### config.mk
export PLATFORM = sky130hd
export DESIGN_NAME = gibs_irq_status
export DESIGN_NICKNAME = d
export VERILOG_FILES = /design/src/gibs_pkg.sv /design/src/gibs_boot_flags.sv /design/src/gibs_irq_status.sv
export VERILOG_INCLUDE_DIRS = /design/src
export SDC_FILE = /design/constraint.sdc
export NUM_CORES = 1
export LEC_CHECK = 0
export BUFFER_PORTS_ARGS = -buffer_cell sky130_fd_sc_hd__buf_2
export CAP_MARGIN = 10
export CORE_MARGIN = 3
export CORE_UTILIZATION = 43
export DETAILED_ROUTE_END_ITERATION = 10
export HOLD_SLACK_MARGIN = 0.1
export PLACE_DENSITY = 0.76
export SLEW_MARGIN = 15
export SYNTH_ARGS = -nofsm -noshare
export SYNTH_HDL_FRONTEND = slang
export SYNTH_SLANG_ARGS = --single-unit
### constraint.sdc
create_clock -name clk -period 1.6 [get_ports clk]
set_clock_uncertainty 0.15 [all_clocks]
set_input_delay 0.16 -clock clk [delete_from_list [all_inputs] [get_ports clk]]
set_output_delay 0.16 -clock clk [all_outputs]
set_load 0.02 [all_outputs]
### src/gibs_defs.svh
// register map, field positions and reset values of the irq/boot status
// block; included by the package and the design modules.
`ifndef GIBS_DEFS_SVH
`define GIBS_DEFS_SVH
`define GIBS_ADDR_W 16
`define GIBS_ADDR_IRQ_STATUS 16'h0200
`define GIBS_ADDR_IRQ_ENABLE 16'h0208
`define GIBS_ADDR_SUMMARY 16'h020D
`define GIBS_ADDR_RSVD_A 16'h020E
`define GIBS_ADDR_RSVD_B 16'h020F
`define GIBS_ADDR_BOOT_ERR 16'h0210
`define GIBS_ADDR_BOOT_DONE 16'h0211
`define GIBS_ADDR_RSVD_C 16'h0212
`define GIBS_BIT_LOS0 0
`define GIBS_BIT_LOS1 1
`define GIBS_BIT_HOLD 4
`define GIBS_BIT_LOL 6
`define GIBS_BIT_SUMMARY 0
`define GIBS_BIT_FAIL 0
`define GIBS_BIT_CRC 1
`define GIBS_BIT_DONE 0
`define GIBS_ALARM_MASK 8'h53
`define GIBS_BYTE_ZERO 8'h00
`endif

### src/gibs_pkg.sv
// types shared by the irq/boot status block
// assumes gibs_defs.svh is on the include path
`include "gibs_defs.svh"
package gibs_pkg;
   typedef logic [7:0] gibs_byte_t;
   typedef logic [`GIBS_ADDR_W-1:0] gibs_addr_t;
endpackage

### src/gibs_boot_flags.sv
// boot-load outcome flags: set by the loader, cleared only by reset
// assumes loader strobes are single-cycle pulses on clk
`timescale 1ns/1ps
`default_nettype none
`include "gibs_defs.svh"
module gibs_boot_flags
(
   input wire logic clk, // control clock
   input wire logic resetn, // async reset, active low
   input wire logic load_done_pulse, // loader finished read cycle
   input wire logic load_fail_pulse, // loader read failed
   input wire logic load_crc_pulse, // loader checksum mismatch
   output logic boot_load_complete, // sticky done flag
   output logic boot_load_failed, // sticky read failure flag
   output logic boot_crc_error // sticky crc mismatch flag
);
   logic next_complete;
   logic next_failed;
   logic next_crc;

   always_comb
   begin
      next_complete = boot_load_complete | load_done_pulse;
      next_failed = boot_load_failed | load_fail_pulse;
      next_crc = boot_crc_error | load_crc_pulse;
   end

   always_ff @(posedge clk or negedge resetn)
   begin
      if (!resetn)
      begin
         boot_load_complete <= 1'h0;
         boot_load_failed <= 1'h0;
         boot_crc_error <= 1'h0;
      end
      else
      begin
         boot_load_complete <= next_complete;
         boot_load_failed <= next_failed;
         boot_crc_error <= next_crc;
      end
   end

   chk_crc_held: assert property (
      @(posedge clk) disable iff (!resetn)
      $past(boot_crc_error) |-> boot_crc_error)
      else $error("crc flag dropped without reset");
   chk_fail_held: assert property (
      @(posedge clk) disable iff (!resetn)
      load_fail_pulse |=> boot_load_failed [*3])
      else $error("fail flag not set and held");
   chk_done_held: assert property (
      @(posedge clk) disable iff (!resetn)
      boot_load_complete |=> boot_load_complete)
      else $error("done flag dropped without reset");
endmodule
`default_nettype wire

### src/gibs_irq_status.sv
// global interrupt summary and boot status registers of the clock device
// assumes a serial-port register engine on clk with one-cycle write and
// read strobes, alarm and loader event pulses synchronous to clk
`timescale 1ns/1ps
`default_nettype none
`include "gibs_defs.svh"
// Notes on behaviour
// - enabled asserted status sets summary, pin low
// - nothing enabled asserted: summary zero, pin released
// - crc mismatch flag, cleared by reset only
// - read failure flag, held until reset
// - load complete flag, cleared by reset only
// - alarm status sticky, write one clears
// - disabled status never reaches the pin
module gibs_irq_status
(
   input wire logic clk, // control clock, 100 MHz
   input wire logic resetn, // async reset, active low
   input wire logic reg_wr, // register write strobe
   input wire logic reg_rd, // register read strobe
   input wire gibs_pkg::gibs_addr_t reg_addr, // register address
   input wire gibs_pkg::gibs_byte_t reg_wdata, // write data
   output gibs_pkg::gibs_byte_t reg_rdata, // read data, registered
   input wire logic lock_loss_alarm, // pll lost lock, pulse or level
   input wire logic holdover_alarm, // entered holdover
   input wire logic [1:0] signal_loss_alarm, // loss of signal per ref
   input wire logic load_done_pulse, // eeprom read cycle finished
   input wire logic load_fail_pulse, // eeprom read failed
   input wire logic load_crc_pulse, // eeprom checksum mismatch
   output logic irq_summary, // summary bit as read
   output logic irq_out_i, // open-drain pin input, unused level
   output logic irq_out_n_o, // pin output level, always 0
   output logic irq_out_n_oe // high while pulling the pin low
);
   logic lock_loss_sticky;
   logic holdover_sticky;
   logic [1:0] signal_loss_sticky_ref;
   logic lock_loss_irq_enable;
   logic holdover_irq_enable;
   logic [1:0] signal_loss_irq_enable;
   logic next_lock_loss_sticky;
   logic next_holdover_sticky;
   logic [1:0] next_signal_loss_sticky_ref;
   logic next_lock_loss_irq_enable;
   logic next_holdover_irq_enable;
   logic [1:0] next_signal_loss_irq_enable;
   gibs_pkg::gibs_byte_t next_reg_rdata;
   gibs_pkg::gibs_byte_t alarm_byte;
   gibs_pkg::gibs_byte_t enable_byte;
   logic boot_load_complete;
   logic boot_load_failed;
   logic boot_crc_error;
   logic wr_status;
   logic wr_enable;

   // pack four alarm bits into their byte positions
   function automatic gibs_pkg::gibs_byte_t pack_alarms(input logic lol,
      input logic hold, input logic [1:0] los);
      gibs_pkg::gibs_byte_t b;
      b = `GIBS_BYTE_ZERO;
      b[`GIBS_BIT_LOL] = lol;
      b[`GIBS_BIT_HOLD] = hold;
      b[`GIBS_BIT_LOS1] = los[1];
      b[`GIBS_BIT_LOS0] = los[0];
      return b;
   endfunction

   gibs_boot_flags u_boot_flags
   (
      .clk(clk),
      .resetn(resetn),
      .load_done_pulse(load_done_pulse),
      .load_fail_pulse(load_fail_pulse),
      .load_crc_pulse(load_crc_pulse),
      .boot_load_complete(boot_load_complete),
      .boot_load_failed(boot_load_failed),
      .boot_crc_error(boot_crc_error)
   );

   assign alarm_byte = pack_alarms(lock_loss_sticky, holdover_sticky,
      signal_loss_sticky_ref);
   assign enable_byte = pack_alarms(lock_loss_irq_enable,
      holdover_irq_enable, signal_loss_irq_enable);
   assign wr_status = reg_wr && (reg_addr == `GIBS_ADDR_IRQ_STATUS);
   assign wr_enable = reg_wr && (reg_addr == `GIBS_ADDR_IRQ_ENABLE);

   // no storage here so the pin follows status within the same cycle
   assign irq_summary = |(alarm_byte & enable_byte);
   assign irq_out_n_o = 1'h0;
   assign irq_out_n_oe = irq_summary;
   assign irq_out_i = 1'h0;

   always_comb
   begin
      // set wins over a write-one-to-clear in the same cycle
      next_lock_loss_sticky = lock_loss_alarm | (lock_loss_sticky &
         ~(wr_status & reg_wdata[`GIBS_BIT_LOL]));
      next_holdover_sticky = holdover_alarm | (holdover_sticky &
         ~(wr_status & reg_wdata[`GIBS_BIT_HOLD]));
      next_signal_loss_sticky_ref = signal_loss_alarm |
         (signal_loss_sticky_ref & ~({2{wr_status}} &
         {reg_wdata[`GIBS_BIT_LOS1], reg_wdata[`GIBS_BIT_LOS0]}));
      next_lock_loss_irq_enable = lock_loss_irq_enable;
      next_holdover_irq_enable = holdover_irq_enable;
      next_signal_loss_irq_enable = signal_loss_irq_enable;
      if (wr_enable)
      begin
         next_lock_loss_irq_enable = reg_wdata[`GIBS_BIT_LOL];
         next_holdover_irq_enable = reg_wdata[`GIBS_BIT_HOLD];
         next_signal_loss_irq_enable = {reg_wdata[`GIBS_BIT_LOS1],
            reg_wdata[`GIBS_BIT_LOS0]};
      end
   end

   always_ff @(posedge clk or negedge resetn)
   begin
      if (!resetn)
      begin
         lock_loss_sticky <= 1'h0;
         holdover_sticky <= 1'h0;
         signal_loss_sticky_ref <= 2'h0;
         lock_loss_irq_enable <= 1'h0;
         holdover_irq_enable <= 1'h0;
         signal_loss_irq_enable <= 2'h0;
      end
      else
      begin
         lock_loss_sticky <= next_lock_loss_sticky;
         holdover_sticky <= next_holdover_sticky;
         signal_loss_sticky_ref <= next_signal_loss_sticky_ref;
         lock_loss_irq_enable <= next_lock_loss_irq_enable;
         holdover_irq_enable <= next_holdover_irq_enable;
         signal_loss_irq_enable <= next_signal_loss_irq_enable;
      end
   end

   // reserved bits read zero; writes to them are ignored
   always_comb
   begin
      next_reg_rdata = reg_rdata;
      if (reg_rd)
      begin
         next_reg_rdata = `GIBS_BYTE_ZERO;
         unique case (reg_addr)
            `GIBS_ADDR_IRQ_STATUS: next_reg_rdata = alarm_byte;
            `GIBS_ADDR_IRQ_ENABLE: next_reg_rdata = enable_byte;
            `GIBS_ADDR_SUMMARY:
               next_reg_rdata[`GIBS_BIT_SUMMARY] = irq_summary;
            `GIBS_ADDR_BOOT_ERR:
            begin
               next_reg_rdata[`GIBS_BIT_CRC] = boot_crc_error;
               next_reg_rdata[`GIBS_BIT_FAIL] = boot_load_failed;
            end
            `GIBS_ADDR_BOOT_DONE:
               next_reg_rdata[`GIBS_BIT_DONE] = boot_load_complete;
            default: next_reg_rdata = `GIBS_BYTE_ZERO;
         endcase
      end
   end

   always_ff @(posedge clk or negedge resetn)
   begin
      if (!resetn)
         reg_rdata <= `GIBS_BYTE_ZERO;
      else
         reg_rdata <= next_reg_rdata;
   end

   // expectations spelled from single bits, not from the packed bytes, except chk_mask_gate and chk_enable_keep, which use enable_byte
   chk_pin_follows: assert property (
      @(posedge clk) disable iff (!resetn)
      irq_out_n_oe == ((lock_loss_sticky && lock_loss_irq_enable) ||
      (holdover_sticky && holdover_irq_enable) ||
      |(signal_loss_sticky_ref & signal_loss_irq_enable)))
      else $error("pin drive differs from enabled status");
   chk_pin_level: assert property (
      @(posedge clk) disable iff (!resetn)
      irq_out_n_oe |-> (irq_out_n_o == 1'h0) && irq_summary)
      else $error("pin driven high or summary clear");
   chk_pin_release: assert property (
      @(posedge clk) disable iff (!resetn)
      !(lock_loss_sticky && lock_loss_irq_enable) &&
      !(holdover_sticky && holdover_irq_enable) &&
      ((signal_loss_sticky_ref & signal_loss_irq_enable) == 2'h0)
      |-> !irq_summary && !irq_out_n_oe)
      else $error("summary set with no enabled status");
   chk_sticky_hold: assert property (
      @(posedge clk) disable iff (!resetn)
      (lock_loss_alarm || (lock_loss_sticky &&
      !(wr_status && reg_wdata[`GIBS_BIT_LOL]))) |=> lock_loss_sticky)
      else $error("lock loss status not held");
   chk_hold_set: assert property (
      @(posedge clk) disable iff (!resetn)
      holdover_alarm |=> holdover_sticky)
      else $error("holdover status not set");
   chk_los_set: assert property (
      @(posedge clk) disable iff (!resetn)
      signal_loss_alarm[1] |=> signal_loss_sticky_ref[1])
      else $error("loss of signal status not set");
   chk_w1c_clear: assert property (
      @(posedge clk) disable iff (!resetn)
      (wr_status && reg_wdata[`GIBS_BIT_HOLD] && !holdover_alarm)
      |=> !holdover_sticky)
      else $error("holdover status not cleared by write one");
   chk_mask_gate: assert property (
      @(posedge clk) disable iff (!resetn)
      (enable_byte == `GIBS_BYTE_ZERO) |-> !irq_out_n_oe)
      else $error("disabled status reached pin");
   chk_enable_write: assert property (
      @(posedge clk) disable iff (!resetn)
      wr_enable |=> (lock_loss_irq_enable ==
      $past(reg_wdata[`GIBS_BIT_LOL])) && (holdover_irq_enable ==
      $past(reg_wdata[`GIBS_BIT_HOLD])))
      else $error("enable write not taken");
   chk_enable_keep: assert property (
      @(posedge clk) disable iff (!resetn)
      !wr_enable |=> $stable(enable_byte))
      else $error("enable changed without a write");
   chk_read_summary: assert property (
      @(posedge clk) disable iff (!resetn)
      (reg_rd && reg_addr == `GIBS_ADDR_SUMMARY)
      |=> reg_rdata == {7'h00, $past(irq_summary)})
      else $error("summary read wrong");
   chk_boot_read: assert property (
      @(posedge clk) disable iff (!resetn)
      (reg_rd && reg_addr == `GIBS_ADDR_BOOT_ERR) |=> reg_rdata ==
      {6'h00, $past(boot_crc_error), $past(boot_load_failed)})
      else $error("boot error read wrong");
   chk_done_read: assert property (
      @(posedge clk) disable iff (!resetn)
      (reg_rd && reg_addr == `GIBS_ADDR_BOOT_DONE)
      |=> reg_rdata == {7'h00, $past(boot_load_complete)})
      else $error("boot done read wrong");
endmodule
`default_nettype wire

==> results of run 1 <==
cells in the final DEF (no fill, tap or decap), types with 2 or more instances in the layout:
cell type,Yosys,routed
buf_2,0,36
a22oi_2,0,2
dlygate4sd3_1,0,17
o21ai_1,3,3
inv_1,3,3
or2_2,3,3
a21o_1,4,4
a22o_1,2,2
nand3_1,3,3
clkbuf_4,0,3
mux2_4,4,4
nand2_1,2,2
conb_1,1,6
buf_4,7,10
nand4b_1,2,2
nand4_1,5,5
dfrtp_1,15,15
through the flow:
step | std cells | hold WS [ns] | power, mW | setup TNS (ns)
after floorplan | 82 | -0.286 | 0.429 | -0.989
after global placement | 140 | -0.0670 | 0.480 | -1.50
after detailed placement | 140 | -0.0632 | 0.481 | -1.56
after CTS | 161 | 0.108 | 0.736 | 0
after global routing | 164 | 0.148 | 0.765 | 0
final | 164 | 0.112 | 0.728 | 0
worst paths after layout:
path	depth (start not counted)	to	slack, ns
min in group asynchronous	2	reg_rdata[1]$_DFFE_PN0P_	0.15
max in group asynchronous	2	signal_loss_sticky_ref[0]$_DFF_PN0_	0.90
min	5	reg_rdata[1]$_DFFE_PN0P_	0.11
max	3	irq_summary	0.04
max reg2reg	4	reg_rdata[0]$_DFFE_PN0P_	0.08
min reg2reg	1	u_boot_flags.boot_crc_error$_DFF_PN0_	0.33
critical path, delay by kind of cell (launching register included):
family / cells / cell delay [ns]
and+or+nand+nor: 1 / 0.12
buffers and inverters: 1 / 0.18
DFF: 1 / 0.42
AOI/OAI and AO/OA: 1 / 0.23
final cells by class:
type / instances / area (sq um) / share of cell area (%)
clock buffers: 3 / 22.5 / 1.73
inverters: 3 / 11.3 / 0.867
multi-input cells: 54 / 428 / 32.9
repair buffers: 63 / 425 / 32.8
clock inverters: 1 / 5.00 / 0.385
well taps: 25 / 31.3 / 2.41
flip-flops and latches: 15 / 375 / 28.9
timing repair:
item	in CTS	in global routing
buffers inserted	0	3
hold endpoints to repair	30	0
hold buffers	17	0
resized for setup	1	1
setup endpoints to repair	2	2
pin swaps	0	2
layer usage:
metal | vias up | global-route usage, % | share of wire, %
li1 | 404 | - | -
met1 | 391 | 20.7 | 41
met2 | 37 | 35.2 | 51
met3 | 4 | 3.56 | 7.1
met4 | 0 | 9.42 | 1.1
met5 | - | 0 | 0
kinds of logic (layout without fill, tap and decap cells):
kind of cell	after synthesis	in the layout
other cells	1	6
simple gates	26	26
flops	15	15
compound gates	16	16
buf+inv	13	70
mux	6	6
power breakdown:
group | leakage (nW) | internal, mW | switching, mW
logic | 0.393 | 0.0691 | 0.0587
registers | 0.173 | 0.379 | 0.0000411
clock network | 0.0177 | 0.0930 | 0.128
total | 0.584 | 0.541 | 0.187
==> flow_summary.ini, run 1 <==
[final_layout]
reg_top3 = reg_rdata x4, signal_loss_irq_enable x2, signal_loss_sticky_ref x2
final_cell_area_sq_um = 1300
diodes = 0
post-route-util_pct = 72.1
drive_gt1_share_pct = 46.0
largest_reg_flops = 4
area_delta_synth_final_pct = 50.4
final_nets = 175
n_fill_cell = 139
top_register = reg_rdata

[logic_synthesis]
mappedNetlistArea_sq_um = 863
async_flop_share_pct = 100
synth-xor-area-share_pct = 0
synth-seq-area-share_pct = 43.5
synth_common_cells = dfrtp_1 (15), buf_4 (7), nand4_1 (5)
synth-edff-count = 0
ys_ff_latch = 15
avgSynthCellArea_sq_um = 11.2
synth_top_family_by_area = simple AND/OR/NAND/NOR gates
yosys-top-cells-area = dfrtp_1 (43%), mux2_4 (7.0%), buf_4 (6.1%)
synth_mux_area_share_pct = 9.42
synth_cells = 77
synth.largest_area_cell = dfrtp_1
synth_simple_gate_area_share_pct = 22.0
synth_compound_area_share_pct = 13.3
synth_warnings = 0
synth_top_area_share_pct = 43.5
synth_fa_ha_area_share_pct = 0
synth.most_common_cell = dfrtp_1
synth.distinct_cells = 33
synth_ff_type = dfrtp_1

[global_routing]
grt_max_degree = 16
grt_usage_pct = 19.1
grt-ovfl-total = 0
grt_pass1_wl_um = 3560
first_global_vias = 829
antenna_found_initial = 0

[clock_network]
clockBufferDepth = 2
cts_buffers = 3
cts_root_buffer = clkbuf_4
htreeDepth = 1
cts_tree = built
worstSkewPairLatency_ns = 0.29
cts.sinks = 15
clkTransAtPathRegs_ns = 0.10

[critical_path]
cp_data_arrival_time_ns = 1.25
crit_path_start = signal_loss_irq_enable[1]$_DFFE_PN0P_
cp_slowest_stage_delay_ns = 0.42
crit_path_cell_trace = a22oi_2, nand2_1, buf_2
critPathKind = flop to output pin
reg2reg_from = signal_loss_irq_enable[0]$_DFFE_PN0P_
start_kind = flop
cp_max_fo = 3
critPathCaptureType = output pin
required_ns = 1.29
cpMaxStageDelayCell = dfrtp_1

[placement]
port_buffers = 36
hpwl_um = 1560
place_congestion = 0.795
dpl_worst_slack_ns = -0.251
place_area_sq_um = 1070

[die]
coreArea_sq_um = 1800
die_y_um = 50.8
die_width_um = 50.8
initial_core_util_pct = 47.9
fp-row-count = 15
die_area_sq_um = 2580
num_io_pins = 47

[hold_path]
hold_path_class = primary input to flop
worstHoldStart = reg_addr[14]

[drt]
num_vias = 836
drt_wl_total_um = 2300
drt_iter0_markers = 9
drtAntennaViolNets = 0
routed_via_density = 5.10
firstDrtPassIters = 4
wl_per_cell_um = 14.0
drc = 0

[pwr]
power_per_cell_area_nw_per_um2 = 561
power_leakage_nw = 0.584
ir_drop_v = 0.000370

[sta]
rsz0062_at_grt = false
layout_min_cycle_time_ns = 1.56
max_freq_mhz = 641
setup_viol = 0
maxSlewViolCount = 0
hold_violations = 0
setup_slack_ns = 0.0407
fin_crit_sh_pct = 97.5

[run_status]
outcome = complete, no violations

[job]
maxCapViolCount = 0
Note: power is estimated with default switching activity, not from simulation.
==> inputs of run 2 (changes only) <==
--- a/config.mk
+++ b/config.mk
@@ -9,10 +9,10 @@
 export BUFFER_PORTS_ARGS = -buffer_cell sky130_fd_sc_hd__buf_2
 export CAP_MARGIN = 10
 export CORE_MARGIN = 3
-export CORE_UTILIZATION = 43
+export CORE_UTILIZATION = 39
 export DETAILED_ROUTE_END_ITERATION = 10
 export HOLD_SLACK_MARGIN = 0.1
-export PLACE_DENSITY = 0.76
+export PLACE_DENSITY = 0.72
 export SLEW_MARGIN = 15
 export SYNTH_ARGS = -nofsm -noshare
 export SYNTH_HDL_FRONTEND = slang
==> constraint.sdc (replaced) <==
create_clock -name clk -period 1.3 [get_ports clk]
set_clock_uncertainty 0.15 [all_clocks]
set_input_delay 0 -clock clk [delete_from_list [all_inputs] [get_ports clk]]
set_output_delay 0 -clock clk [all_outputs]
set_load 0.02 [all_outputs]
==> run 2 against run 1 <==
Net effect:
- first-iteration DRC count is 44% higher
- design area up 9.7%
- non-clock buffer count grew 12
- global-route usage up 0.32 points
- critical path depth is 1 higher
- the flow now finishes with violations (negative setup slack)
- combinational power is 41% higher
- via count grew 9.0%
- hold slack got worse by 0.019 ns
- register-to-register slack worse by 0.22 ns
- count of clock-buffer cells in the layout unchanged
- sequential cell count stayed put
==> flow_summary.ini, run 2 (same netlist as run 1, synthesis figures left out) <==
[sta]
fin_crit_sh_pct = 111
rsz0062_at_grt = true
hold_violations = 0
maxSlewViolCount = 0
layout_min_cycle_time_ns = 1.44
setup_viol = 7
max_freq_mhz = 695
setup_slack_ns = -0.138
setup-tns-final_ns = -0.558
fin_hold_ws_ns = 0.0923

[placement]
dp_cells = 150
place_area_sq_um = 1130
dpl_worst_slack_ns = -0.413
port_buffers = 36
hpwl_um = 1700
place_congestion = 0.815

[pwr]
power_leakage_nw = 0.654
combinationalPowerShare_pct = 19.5
ir_drop_v = 0.000585
power_mw = 0.922
pwr-share-seq_pct = 50.6
power_per_cell_area_nw_per_um2 = 647
clockPowerShare_pct = 29.9
p_sw_share_pct = 26.1
p_switching_mw = 0.240
internal-power_mw = 0.682

[die]
die_y_um = 53.1
coreArea_sq_um = 2020
num_io_pins = 47
fp-row-count = 16
die_area_sq_um = 2810
initial_core_util_pct = 42.7
die_width_um = 53.1

[drt]
drt_iter0_markers = 13
drtAntennaViolNets = 0
wl_per_cell_um = 14.0
drt_wl_total_um = 2490
firstDrtPassIters = 4
drc = 0
num_vias = 911
routed_via_density = 5.12

[global_routing]
grt_max_degree = 16
grt_pass1_wl_um = 3900
antenna_found_initial = 0
grt-ovfl-total = 0
first_global_vias = 898
grt_usage_pct = 19.5

[critical_path]
reg2regPathDepth = 4
critPathCaptureType = flop
cp_data_arrival_time_ns = 1.50
reg2reg_from = signal_loss_irq_enable[0]$_DFFE_PN0P_
cp_max_fo = 3
start_kind = flop
reg2reg_slack_ns = -0.14
critPathKind = flop to flop
r2r-end = reg_rdata[0]$_DFFE_PN0P_
required_ns = 1.36

[hold_path]
worstHoldStart = reg_addr[6]
hold_depth = 5
holdPathEnd = reg_rdata[0]$_DFFE_PN0P_
hold_path_class = primary input to flop

[final_layout]
final_cell_area_sq_um = 1430
fin_cells = 178
area_delta_synth_final_pct = 65.1
top_register = reg_rdata
final_common_cell = buf_2
final_cell_mix = buf_2 (32), buf_4 (20), dlygate4sd3_1 (19), dfrtp_1 (15), conb_1 (6)
drive_gt1_share_pct = 50.3
largest_reg_flops = 4
final_nets = 187
reg_top3 = reg_rdata x4, signal_loss_irq_enable x2, signal_loss_sticky_ref x2
post-route-util_pct = 70.5
diodes = 0

[clock_network]
htreeDepth = 1
cts_buffers = 3
cts.sinks = 15
cts_root_buffer = clkbuf_4
cts_tree = built
worstSkewPairLatency_ns = 0.29
ctsHoldBuffers = 19
clkTransAtPathRegs_ns = 0.10
clockBufferDepth = 2

[run_status]
outcome = finished with violations
violations = negative setup slack

[job]
maxCapViolCount = 0
[run 2: cell types whose count changed in the layout (fill, tap and decap cells not counted), sizes merged]
cell | previous run | this run
dlygate4sd3 | 17 | 19
buf | 46 | 56
[run 2: routing by layer]
metal	GRT usage [%]	vias up	routed length, um
li1	-	425	-
met1	21.9	441	1040
met2	35.7	39	1280
met3	2.54	6	142
met4	8.94	0	33
met5	0	-	0
[run 2: power by group through the flow]
stage / combinational (mW) / sequential, mW / clock (mW)
final: 0.180 / 0.466 / 0.276
after floorplan: 0.0526 / 0.476 / 0
after CTS: 0.175 / 0.466 / 0.282
after detailed placement: 0.131 / 0.475 / 0
after global routing: 0.194 / 0.466 / 0.310
after global placement: 0.125 / 0.475 / 0
[run 2: critical path: stages, from the launching register on]
cell and delay [ns]:
dfrtp_1 0.40, or4bb_1 0.41, o311ai_1 0.12, a31oi_1 0.15
o22ai_1 0.13
[run 2: how the worst max path moves through the flow]
stage | slack [ns] | to | cells past startpoint | startpoint
detailed placement | -0.41 | holdover_irq_enable$_DFFE_PN0P_ | 5 | reg_addr[5]
global placement | -0.39 | holdover_irq_enable$_DFFE_PN0P_ | 5 | reg_addr[5]
global route | -0.12 | reg_rdata[0]$_DFFE_PN0P_ | 4 | signal_loss_irq_enable[0]$_DFFE_PN0P_
CTS | -0.09 | holdover_irq_enable$_DFFE_PN0P_ | 5 | reg_addr[6]
floorplan | -0.39 | holdover_irq_enable$_DFFE_PN0P_ | 6 | reg_addr[5]
finish | -0.14 | reg_rdata[0]$_DFFE_PN0P_ | 4 | signal_loss_irq_enable[0]$_DFFE_PN0P_
[run 2: cell type report]
class / count / area, sq um
fillers: 154 / 597
inverters: 3 / 11.3
clock buffers: 3 / 22.5
well taps: 27 / 33.8
repair buffers: 75 / 546
multi-input cells: 54 / 432
clock inverters: 1 / 5.00
flip-flops and latches: 15 / 375
[run 2: repair_timing]
item	in CTS	in global routing
gates resized for setup	8	2
pin swaps	4	4
hold endpoints to repair	30	1
cloned	0	0
setup buffers	5	0
setup endpoints to repair	7	7
==> inputs of run 3 (changes only) <==
--- a/config.mk
+++ b/config.mk
@@ -9,10 +9,10 @@
 export BUFFER_PORTS_ARGS = -buffer_cell sky130_fd_sc_hd__buf_2
 export CAP_MARGIN = 10
 export CORE_MARGIN = 3
-export CORE_UTILIZATION = 39
+export CORE_UTILIZATION = 46
 export DETAILED_ROUTE_END_ITERATION = 10
 export HOLD_SLACK_MARGIN = 0.1
-export PLACE_DENSITY = 0.72
+export PLACE_DENSITY = 0.8
 export SLEW_MARGIN = 15
 export SYNTH_ARGS = -nofsm -noshare
 export SYNTH_HDL_FRONTEND = slang
==> constraint.sdc (replaced) <==
create_clock -name clk -period 1.78 [get_ports clk]
set_clock_uncertainty 0.15 [all_clocks]
set_input_delay 0 -clock clk [delete_from_list [all_inputs] [get_ports clk]]
set_output_delay 0 -clock clk [all_outputs]
set_load 0.02 [all_outputs]
==> run 3 against run 2 <==
Net effect:
- the run now ends clean
- wire length decreased by 4.7%
- hold slack better by 0.066 ns
- non-clock buffer count is 9 lower
- sequential power decreased by 27%
- via count shrank 5.0%
- clock power is 31% lower
- critical path depth increased by 2
- design area fell by 6.6%
- total power down 29%
- global-route usage rose by 1.8 points
- critical endpoint is now holdover_irq_enable$_DFFE_PN0P_
==> flow_summary.ini, run 3 (same netlist as run 1, synthesis figures left out) <==
[run_status]
outcome = complete, no violations

[drt]
firstDrtPassIters = 4
drc = 0
drtAntennaViolNets = 0
drt_iter0_markers = 17
wl_per_cell_um = 14.2
drt_wl_total_um = 2380
routed_via_density = 5.18
num_vias = 865

[clock_network]
clockBufferDepth = 2
cts_tree = built
htreeDepth = 1
clkTransAtPathRegs_ns = 0.09
cts.sinks = 15
worstSkewPairLatency_ns = 0.28
cts_setup_buffers = 0
cts_buffers = 3
cts_root_buffer = clkbuf_4

[placement]
place_congestion = 0.833
dp_cells = 137
hpwl_um = 1490
place_area_sq_um = 1040
port_buffers = 36

[critical_path]
reg2reg_from = signal_loss_sticky_ref[1]$_DFF_PN0_
crit_path_start = reg_addr[14]
critPathCaptureType = flop
required_ns = 1.80
start_kind = primary input
critPathKind = primary input to flop
cp_data_arrival_time_ns = 1.73
cp_max_fo = 4

[pwr]
power_per_cell_area_nw_per_um2 = 491
power_mw = 0.653
ir_drop_v = 0.000499
power_leakage_nw = 0.604

[die]
die_area_sq_um = 2430
fp-row-count = 15
die_y_um = 49.3
initial_core_util_pct = 49.5
num_io_pins = 47
coreArea_sq_um = 1750
die_width_um = 49.3

[sta]
layout_min_cycle_time_ns = 1.71
worst_slew_pin_slew_ns = 0.697
setup_viol = 0
fin_crit_sh_pct = 95.9
setup-tns-final_ns = 0
maxSlewViolCount = 0
hold_violations = 0
rsz0062_at_grt = false
fin_hold_ws_ns = 0.158
max_slew_margin_pct = 53.4
max_freq_mhz = 586

[global_routing]
antenna_found_initial = 0
grt-ovfl-total = 0
grt_max_degree = 16
grt_usage_pct = 21.2
first_global_vias = 855
grt_pass1_wl_um = 3910

[hold_path]
hold_path_class = primary input to flop
worstHoldStart = reg_addr[8]

[final_layout]
drive_gt1_share_pct = 38.0
diodes = 0
final_nets = 178
fin_cells = 167
reg_top3 = reg_rdata x4, signal_loss_irq_enable x2, signal_loss_sticky_ref x2
final_cell_mix = buf_2 (36), dlygate4sd3_1 (25), dfrtp_1 (15), conb_1 (6), nand4_1 (5)
largest_reg_flops = 4
top_register = reg_rdata
final_cell_area_sq_um = 1330
final_common_cell = buf_2
area_delta_synth_final_pct = 54.2

[job]
maxCapViolCount = 0
## run 3: path summary, 6_finish.rpt
path,slack [ns],cells past startpoint,to
min in group asynchronous,0.67,3,u_boot_flags.boot_crc_error$_DFF_PN0_
setup reg to reg,0.11,4,reg_rdata[1]$_DFFE_PN0P_
setup / recovery,0.07,6,holdover_irq_enable$_DFFE_PN0P_
hold reg to reg,0.33,1,u_boot_flags.boot_load_failed$_DFF_PN0_
hold / removal,0.16,5,reg_rdata[0]$_DFFE_PN0P_
max in group asynchronous,0.37,3,reg_rdata[4]$_DFFE_PN0P_
## run 3: routing by layer
metal / vias to the layer above / global-route usage, % / part of all wire, %
li1: 409 / - / -
met1: 411 / 24.8 / 40
met2: 43 / 38.4 / 52
met3: 2 / 3.98 / 7.1
met4: 0 / 7.11 / 0.42
met5: - / 0 / 0
## run 3: worst max-delay path: stages
cell	delay, ns
dlygate4sd3_1	0.53
buf_2	0.14
nor4_4	0.18
and3b_1	0.24
and3_1	0.32
mux2_4	0.32
## run 3: through the flow
stage          util (%)  worst slack, ns
3_3_place_gp       59.4         -0.00552
5_1_grt            76.3           0.0366
3_5_place_dp       59.4          -0.0253
6_report           76.3           0.0725
4_1_cts            76.4           0.0854
2_1_floorplan         -           0.0786
## run 3: what timing repair did
action / CTS / global route
endpoints found under the setup margin: 0 / 2
gates resized for setup: 0 / 2
endpoints found under the hold margin: 30 / 0
hold buffers: 27 / 0
## run 3: final cells by class
cell class / instances / area [sq um]
Clock buffer: 4 / 26.3
Fill cell: 120 / 414
Inverter: 3 / 11.3
Multi-Input combinational cell: 54 / 414
Sequential cell: 15 / 375
Tap cell: 25 / 31.3
Timing Repair Buffer: 66 / 473
## run 3: power breakdown
| group | switching, mW | internal, mW | total, mW |
|---|---|---|---|
| sequential | 0.0000299 | 0.340 | 0.340 |
| clock | 0.104 | 0.0869 | 0.191 |
| combinational | 0.0553 | 0.0661 | 0.121 |
| total | 0.160 | 0.494 | 0.653 |
